## config.mk

```make
export PLATFORM = sky130hd
export DESIGN_NAME = mtd_core
export DESIGN_NICKNAME = d
export VERILOG_FILES = /design/src/shared/mtd_pkg.sv /design/src/hdl/mtd_core.sv
export SDC_FILE = /design/constraint.sdc
export NUM_CORES = 1
export LEC_CHECK = 0
export BUFFER_PORTS_ARGS = -buffer_cell sky130_fd_sc_hd__buf_2
export CAP_MARGIN = 5
export CORE_MARGIN = 1.5
export CORE_UTILIZATION = 50
export DETAILED_ROUTE_END_ITERATION = 10
export PLACE_DENSITY = 0.73
export SKIP_CTS_REPAIR_TIMING = 1
export SYNTH_ARGS = -nofsm -noshare
export SYNTH_HDL_FRONTEND = slang
export SYNTH_SLANG_ARGS = --single-unit
export TNS_END_PERCENT = 50
```

## constraint.sdc

```tcl
create_clock -name clk -period 3.15 [get_ports clk]
set_input_delay 0 -clock clk [delete_from_list [all_inputs] [get_ports clk]]
set_output_delay 0 -clock clk [all_outputs]
set_load 0.01 [all_outputs]
```

## src/shared/mtd_pkg.sv

```systemverilog
// Purpose: constants and types for the move-instruction decoder and stack
// Assumes: single 50 MHz clock, synchronous active-high reset
// Notes: module specifiers are this core's own choice of codes
package mtd_pkg;
  localparam int INSTR_W = 16;
  localparam int FMT_BIT = 15;
  localparam int SRC_LSB = 0;
  localparam int DST_LSB = 8;
  localparam int STK_DEPTH = 4;
  localparam logic [1:0] SP_RESET = 2'h3;
  localparam logic [3:0] MOD_PFX = 4'hb;
  localparam logic [3:0] MOD_STK = 4'hd;
  localparam logic [3:0] MOD_DPC = 4'he;
  localparam logic [3:0] MOD_DP = 4'hf;
  localparam logic [3:0] MOD_ACC = 4'h9;
  localparam logic [3:0] IDX_PUSH = 4'h0;
  localparam logic [3:0] IDX_POP = 4'h1;
  localparam logic [3:0] IDX_POPV = 4'h2;
  localparam logic [3:0] IDX_SP = 4'h1;
  localparam logic [3:0] IDX_DPC = 4'h4;
  localparam logic [1:0] MAP_HARVARD = 2'h0;
  localparam logic [1:0] MAP_DATA_IN_CODE = 2'h1;
  localparam logic [1:0] MAP_CODE_IN_DATA = 2'h2;
  localparam logic [15:0] UROM_BASE = 16'h8000;
  localparam int UROM_WORDS = 2048;
  localparam int PROG_WORDS = 1024;
  localparam int DEE_BYTES = 128;
  localparam int SRAM_BYTES = 64;
  localparam logic [15:0] DATA_IN_CODE_BASE = 16'h0a00;
  localparam logic [15:0] CODE_IN_DATA_BASE = 16'h8000;
  typedef enum logic [1:0] {ST_RUN, ST_PFX} mtd_state_type;
endpackage

```

## src/hdl/mtd_core.sv

```systemverilog
// Purpose: single-cycle move decode, destination prefix, data pointers, 4-level stack
// Assumes: instruction valid every cycle; register modules outside act on the strobes
// Notes: the prefix instruction itself is the extra cycle before the prefixed move
`timescale 1ns/1ps
`default_nettype none
module mtd_core
  import mtd_pkg::*;
#(
  parameter int DATA_W = 16,
  parameter int NUM_DP = 3
)(
  input wire logic clk, // system clock
  input wire logic srst, // synchronous reset
  input wire logic [INSTR_W-1:0] instr, // fetched instruction word
  input wire logic [DATA_W-1:0] src_rd_data, // data from selected source register
  input wire logic [DATA_W-1:0] pc_next, // return address for calls
  input wire logic call_req, // call executes this cycle
  input wire logic ret_req, // return executes this cycle
  input wire logic irq_vector, // interrupt vectoring this cycle
  input wire logic iret_req, // interrupt return this cycle
  input wire logic [1:0] map_mode, // memory mapping mode
  input wire logic [15:0] code_addr, // code-space address to route
  input wire logic [15:0] data_addr, // data-space address to route
  output logic [3:0] dst_module, // decoded destination module
  output logic [6:0] dst_index, // full destination index
  output logic dst_we, // destination write strobe
  output logic [3:0] src_module, // decoded source module
  output logic [3:0] src_index, // decoded source index
  output logic src_re, // source read strobe
  output logic [DATA_W-1:0] move_data, // data moved this cycle
  output logic [DATA_W-1:0] stack_top, // value popped or returned
  output logic [1:0] stack_index_reg, // stack pointer
  output logic [15:0] dp0, // data pointer 0
  output logic [15:0] dp1, // data pointer 1
  output logic [15:0] dp2, // data pointer 2
  output logic code_sel_data, // code fetch hits data memory
  output logic data_sel_code // data access hits code memory
);
  typedef struct packed {
    mtd_state_type st;
    logic [3:0] destination_extension_reg;
    logic [3:0] dmod;
    logic [6:0] didx;
    logic dwe;
    logic [3:0] smod;
    logic [3:0] sidx;
    logic sre;
    logic [DATA_W-1:0] mdat;
    logic [DATA_W-1:0] top;
    logic [1:0] sp;
    logic [STK_DEPTH-1:0][DATA_W-1:0] stk;
    logic [NUM_DP-1:0][15:0] dp;
    logic [NUM_DP-1:0][1:0] dpmode;
    logic csd;
    logic dsc;
  } mtd_regs_type;

  mtd_regs_type r_q, r_d;
  logic is_imm, push_op, pop_op;
  logic [DATA_W-1:0] src_val;
  logic [3:0] dmod_w, smod_w, sidx_w;
  logic [2:0] dsub_w;
  logic [1:0] sp_inc;

  always_comb
  begin
    r_d = r_q;
    is_imm = ~instr[FMT_BIT];
    smod_w = instr[SRC_LSB +: 4];
    sidx_w = instr[SRC_LSB+4 +: 4];
    dmod_w = instr[DST_LSB +: 4];
    dsub_w = instr[DST_LSB+4 +: 3];
    src_val = is_imm ? {{(DATA_W-8){1'b0}}, instr[SRC_LSB +: 8]} : src_rd_data;
    sp_inc = r_q.sp + 2'h1;
    push_op = call_req | irq_vector |
      (dmod_w == MOD_STK && dsub_w == IDX_PUSH[2:0]);
    pop_op = ret_req | iret_req | (!is_imm && smod_w == MOD_STK &&
      (sidx_w == IDX_POP || sidx_w == IDX_POPV));
    r_d.dwe = 1'b0;
    r_d.sre = 1'b0;
    // every move completes here; no stage holds a later instruction
    r_d.smod = smod_w;
    r_d.sidx = sidx_w;
    r_d.sre = ~is_imm;
    r_d.mdat = src_val;
    if (dmod_w == MOD_PFX)
    begin
      r_d.destination_extension_reg = src_val[3:0];
      r_d.st = ST_PFX;
    end
    else
    begin
      r_d.dmod = dmod_w;
      r_d.didx = (r_q.st == ST_PFX) ? {r_q.destination_extension_reg, dsub_w} : {4'h0, dsub_w};
      r_d.dwe = 1'b1;
      r_d.st = ST_RUN;
      r_d.destination_extension_reg = 4'h0;
    end
    if (push_op)
    begin
      r_d.sp = sp_inc;
      r_d.stk[sp_inc] = (call_req | irq_vector) ? pc_next : src_val;
    end
    else if (pop_op)
    begin
      r_d.top = r_q.stk[r_q.sp];
      r_d.sp = r_q.sp - 2'h1;
    end
    for (int i = 0; i < NUM_DP; i++)
    begin
      // mode: bit1 decrement, bit0 stored but unused
      if (dmod_w == MOD_DPC && dsub_w == IDX_DPC[2:0] && r_q.st != ST_PFX)
        r_d.dpmode[i] = src_val[2*i +: 2];
      if (dmod_w == MOD_DP && dsub_w == 3'(i))
        r_d.dp[i] = src_val[15:0];
      else if (!is_imm && smod_w == MOD_DP && sidx_w == 4'(i))
        r_d.dp[i] = r_q.dpmode[i][1] ? r_q.dp[i] - 16'h1 : r_q.dp[i] + 16'h1;
    end
    r_d.csd = (map_mode == MAP_DATA_IN_CODE) && (code_addr >= DATA_IN_CODE_BASE)
      && (code_addr < UROM_BASE);
    r_d.dsc = (map_mode == MAP_CODE_IN_DATA) && (data_addr >= CODE_IN_DATA_BASE);
    if (map_mode == MAP_HARVARD)
    begin
      r_d.csd = 1'b0;
      r_d.dsc = 1'b0;
    end
  end

  always_ff @(posedge clk)
  begin
    if (srst)
    begin
      r_q <= '0;
      r_q.st <= ST_RUN;
      r_q.sp <= SP_RESET;
    end
    else
      r_q <= r_d;
  end

  assign dst_module = r_q.dmod;
  assign dst_index = r_q.didx;
  assign dst_we = r_q.dwe;
  assign src_module = r_q.smod;
  assign src_index = r_q.sidx;
  assign src_re = r_q.sre;
  assign move_data = r_q.mdat;
  assign stack_top = r_q.top;
  assign stack_index_reg = r_q.sp;
  assign dp0 = r_q.dp[0];
  assign dp1 = r_q.dp[1];
  assign dp2 = r_q.dp[2];
  assign code_sel_data = r_q.csd;
  assign data_sel_code = r_q.dsc;

  // memory sizes are fixed by the package; the assertion below checks their values
  initial
  begin
    assert (UROM_WORDS == 2048 && PROG_WORDS == 1024 && DEE_BYTES == 128
      && SRAM_BYTES == 64 && STK_DEPTH == 4)
    else $error("memory sizes wrong");
  end
endmodule
`default_nettype wire

```

==> impl_metrics.ini <==
[run_status]
outcome = complete, but fails checks
violations = hold timing

[global_route]
vias_in_the_first_global_route = 7968
grt_max_degree = 74
grt-ovfl-total = 0
grt_pass1_wl_um = 41500
antenna_found_initial = 2
groute.usage.overall = 0.255

[power]
p_int_uw = 3620
swShare = 0.282
p_clk_frac = 0.409
power.density_nw_per_um2 = 449
vdd_ir_drop_max_mv = 0.393
switchingPower_uw = 1420
combinational_fraction_of_design_power = 0.119
leakagePower_uw = 0.00484
p_seq_frac = 0.472

[floorplanning]
design.portCount = 193
design.core.area_sq_um = 19600
die_x_um = 145
initial_core_util = 0.512
die_area_sq_um = 20900
chipHeight_um = 145
number_of_core_rows = 51

[clock_tree]
ctsHtreeMaxLevel = 4
ctsLongestPathBuffers = 2
cts.sinks = 177
cts_tree = yes
cts_buffers = 17
worstSkewPairLatency_ns = 0.44
worst_setup_hold_path_clk_slew_ns = 0.08
root_buf_cell = clkbuf_16

[sta]
period_minus_slack_ns = 2.72
tns_ns = 0
final-hold-violation-count = 2
fmaxAchievable_mhz = 367
drv_slew = 0
clock-skew-final_ns = 0.0104
finalSetupViolations = 0
setup_repair_after_global_routing_missed_its_margin = false
layout_worst_path_cycle_share = 0.865
timing_worst_slew_pin_value_ns = 0.903
worst_hold_slack_ns = -0.0131
max-slew-margin-rel = 0.398

[job]
max_cap_viol = 0

[critical_path]
crit_cells = 7
data_arrival_time_of_the_worst_path_ns = 3.04
path_cells = ha_1 > a2111oi_0 > o21ai_0 > a211o_1 > a221oi_2 > xnor2_1 > o31ai_2
reg2regPathDepth = 7
path_class = reg2reg
crit_fanout = 7
critPathLaunchType = flip-flop
delay_contributed_by_the_slowest_stage_of_the_critical_path_ns = 0.49
reg2reg_from = r_q[5]$_SDFFE_PP0P_
critPathRequiredTime_ns = 3.46
critical_path.reg2reg.endpoint = dp1[15]$_SDFFE_PP0P_
reg2reg_setup_slack_ns = 0.43
critPathLaunch = r_q[5]$_SDFFE_PP0P_
crit_path_end_kind = flip-flop
critical-path-top-delay-family = compound AO/OA/AOI/OAI gates
critPathCapture = dp1[15]$_SDFFE_PP0P_
timing.critical_path.slowest_stage_cell = a2111oi_0
worst-path-buf-inv = 0

[hold_path]
hold_path_depth = 4
min_from = src_rd_data[6]
worst_hold_path_type = in2reg

[routing]
met1Wirelength_um = 12000
firstDrtPassIters = 5
route.top_layer_used = met4
drt_drc_violations_left = 0
postRouteWirelength_um = 27100
routed_via_density = 5.68
routed_wire_length_per_instance_um = 17.4
drt_iter0_drc = 678
via_count = 8836
ant_nets = 0
met3_wirelength_um = 1530
wl_met2_um = 13000

[synth]
post_synth_instance_area_sq_um = 10000
syn_area_per_cell_sq_um = 8.31
post_synth_inst_count = 1208
async_reset_ff_frac = 0
synth_top_flop_cell = dfxtp_1
synth_net_count = 1345
synth.distinct_cells = 66
ys_seq_area_frac = 0.353
synthesis.yosys.warnings = 0
synth_enable_flop_cells = 0
synth.ff_latch_count = 177

[place]
postPlaceCellArea_sq_um = 10400
port_buffers = 168
hpwl_dp_um = 19500
finalWeightedCongestion = 0.966

[layout]
max_flop_register = r_q
drive_above_1_share = 0.204
fillerInstances = 1815
area.growth.synth_to_final_pct = 11.8
largest_reg_flops = 72
fin_nets = 1414
design_area_sq_um = 11200
final_core_util = 0.573
worst min-delay path: stages:
cell and delay [ns]:
buf_2 0.07, mux2i_1 0.06, buf_4 0.18, nor2_1 0.08
layer usage:
layer / GRT usage / vias to the layer above
met3: 0.0401 / 49
met5: 0 / -
met1: 0.342 / 4139
li1: - / 4348
met2: 0.419 / 300
met4: 0.0914 / 0
metrics by stage:
| step | hold slack, ns | power [uW] | cells | worst slack [ns] |
|---|---|---|---|---|
| 4_1_cts | -0.277 | 5040 | 1531 | 0.456 |
| 5_1_grt | 0.00672 | 5230 | 1557 | 0.180 |
| 2_1_floorplan | 0.0757 | 2830 | 1208 | 0.490 |
| 6_report | -0.0131 | 5040 | 1557 | 0.426 |
| 3_5_place_dp | 0.192 | 3000 | 1499 | 0.465 |
| 3_3_place_gp | 0.173 | 2990 | 1499 | 0.576 |
worst min-delay path by stage:
stage | end | slack, ns
after detailed placement | data_sel_code$_SDFF_PP0_ | 0.19
after global placement | data_sel_code$_SDFF_PP0_ | 0.17
after floorplan | data_sel_code$_SDFF_PP0_ | 0.08
after CTS | data_sel_code$_SDFF_PP0_ | -0.28
after global routing | move_data[2]$_SDFF_PP0_ | 0.007
final | move_data[6]$_SDFF_PP0_ | -0.01
final cells by class:
cell class | count | area (sq um) | share of cell area
antenna | 2 | 5.00 | 0.000446
clock buffer | 17 | 425 | 0.0379
clock inverter | 15 | 138 | 0.0123
inverter | 16 | 60.1 | 0.00535
multi-input combinational | 845 | 5430 | 0.483
sequential | 177 | 3540 | 0.316
tap | 265 | 332 | 0.0295
timing repair buffer | 220 | 1290 | 0.115
logic make-up after synthesis:
logic type | share of synthesized area
XOR/XNOR | 0.0332
adder cells (fa/ha/maj) | 0.0633
AO/OA/AOI/OAI | 0.202
AND/OR/NAND/NOR | 0.186
buffers and inverters | 0.108
multiplexers | 0.0543
flip-flops | 0.353
power by group through the flow:
stage               sequential (uW)  clock (uW)  combinational, uW
floorplan                      2420           0                406
global placement               2430           0                561
detailed placement             2430           0                571
CTS                            2380        2080                573
global route                   2390        2180                653
finish                         2380        2060                598
placed cells by master, fill, tap and decap left out, drive strengths merged, types with 5 or more instances in the layout:
master         n
nor2b         16
nand2        181
a221oi         6
a211oi        54
nor3          17
or2            7
buf          196
xnor2         25
nand2b         5
nor4b         10
a211o          5
a21o          16
a21oi        126
mux4          16
or3            9
mux2i         14
nor2          92
nand3         20
a311oi         5
and3          11
and2           8
o31ai          5
a31oi         14
dfxtp        177
clkbuf        17
xor2          13
dlygate4sd3   24
inv           25
o211ai         5
and4           5
ha            46
o21ai         50
o21bai         6
o21a           7
cell usage after synthesis (3+ instances only):
master	count	area share
and4_1	5	0.0044
o31ai_1	4	0.0030
a211o_1	5	0.0044
mux2_2	4	0.0045
or4_1	3	0.0022
a311oi_1	5	0.0044
a21oi_1	126	0.063
o21ai_0	50	0.025
inv_1	16	0.0060
and2_1	8	0.0050
clkbuf_1	58	0.022
nor2_1	92	0.034
or3_1	9	0.0056
dfxtp_1	177	0.35
ha_1	46	0.057
mux4_2	16	0.036
buf_2	7	0.0035
nor4b_1	10	0.0087
buf_4	101	0.076
a31oi_1	14	0.0087
or2_2	7	0.0044
nor2b_1	16	0.010
nand4_1	3	0.0019
a2111oi_0	3	0.0026
buf_1	4	0.0015
o211ai_1	5	0.0037
nor4_1	3	0.0019
nand2b_1	5	0.0031
and3_1	11	0.0069
nand2_1	181	0.068
mux2i_1	14	0.014
nand3_1	20	0.010
nor3_1	17	0.0085
a211oi_1	54	0.040
o21bai_1	6	0.0045
a21o_1	16	0.012
o21a_1	7	0.0052
xnor2_1	25	0.022
xor2_1	13	0.011
fa_1	3	0.0060
a221oi_1	5	0.0044
(Power assumes the default switching activity.)
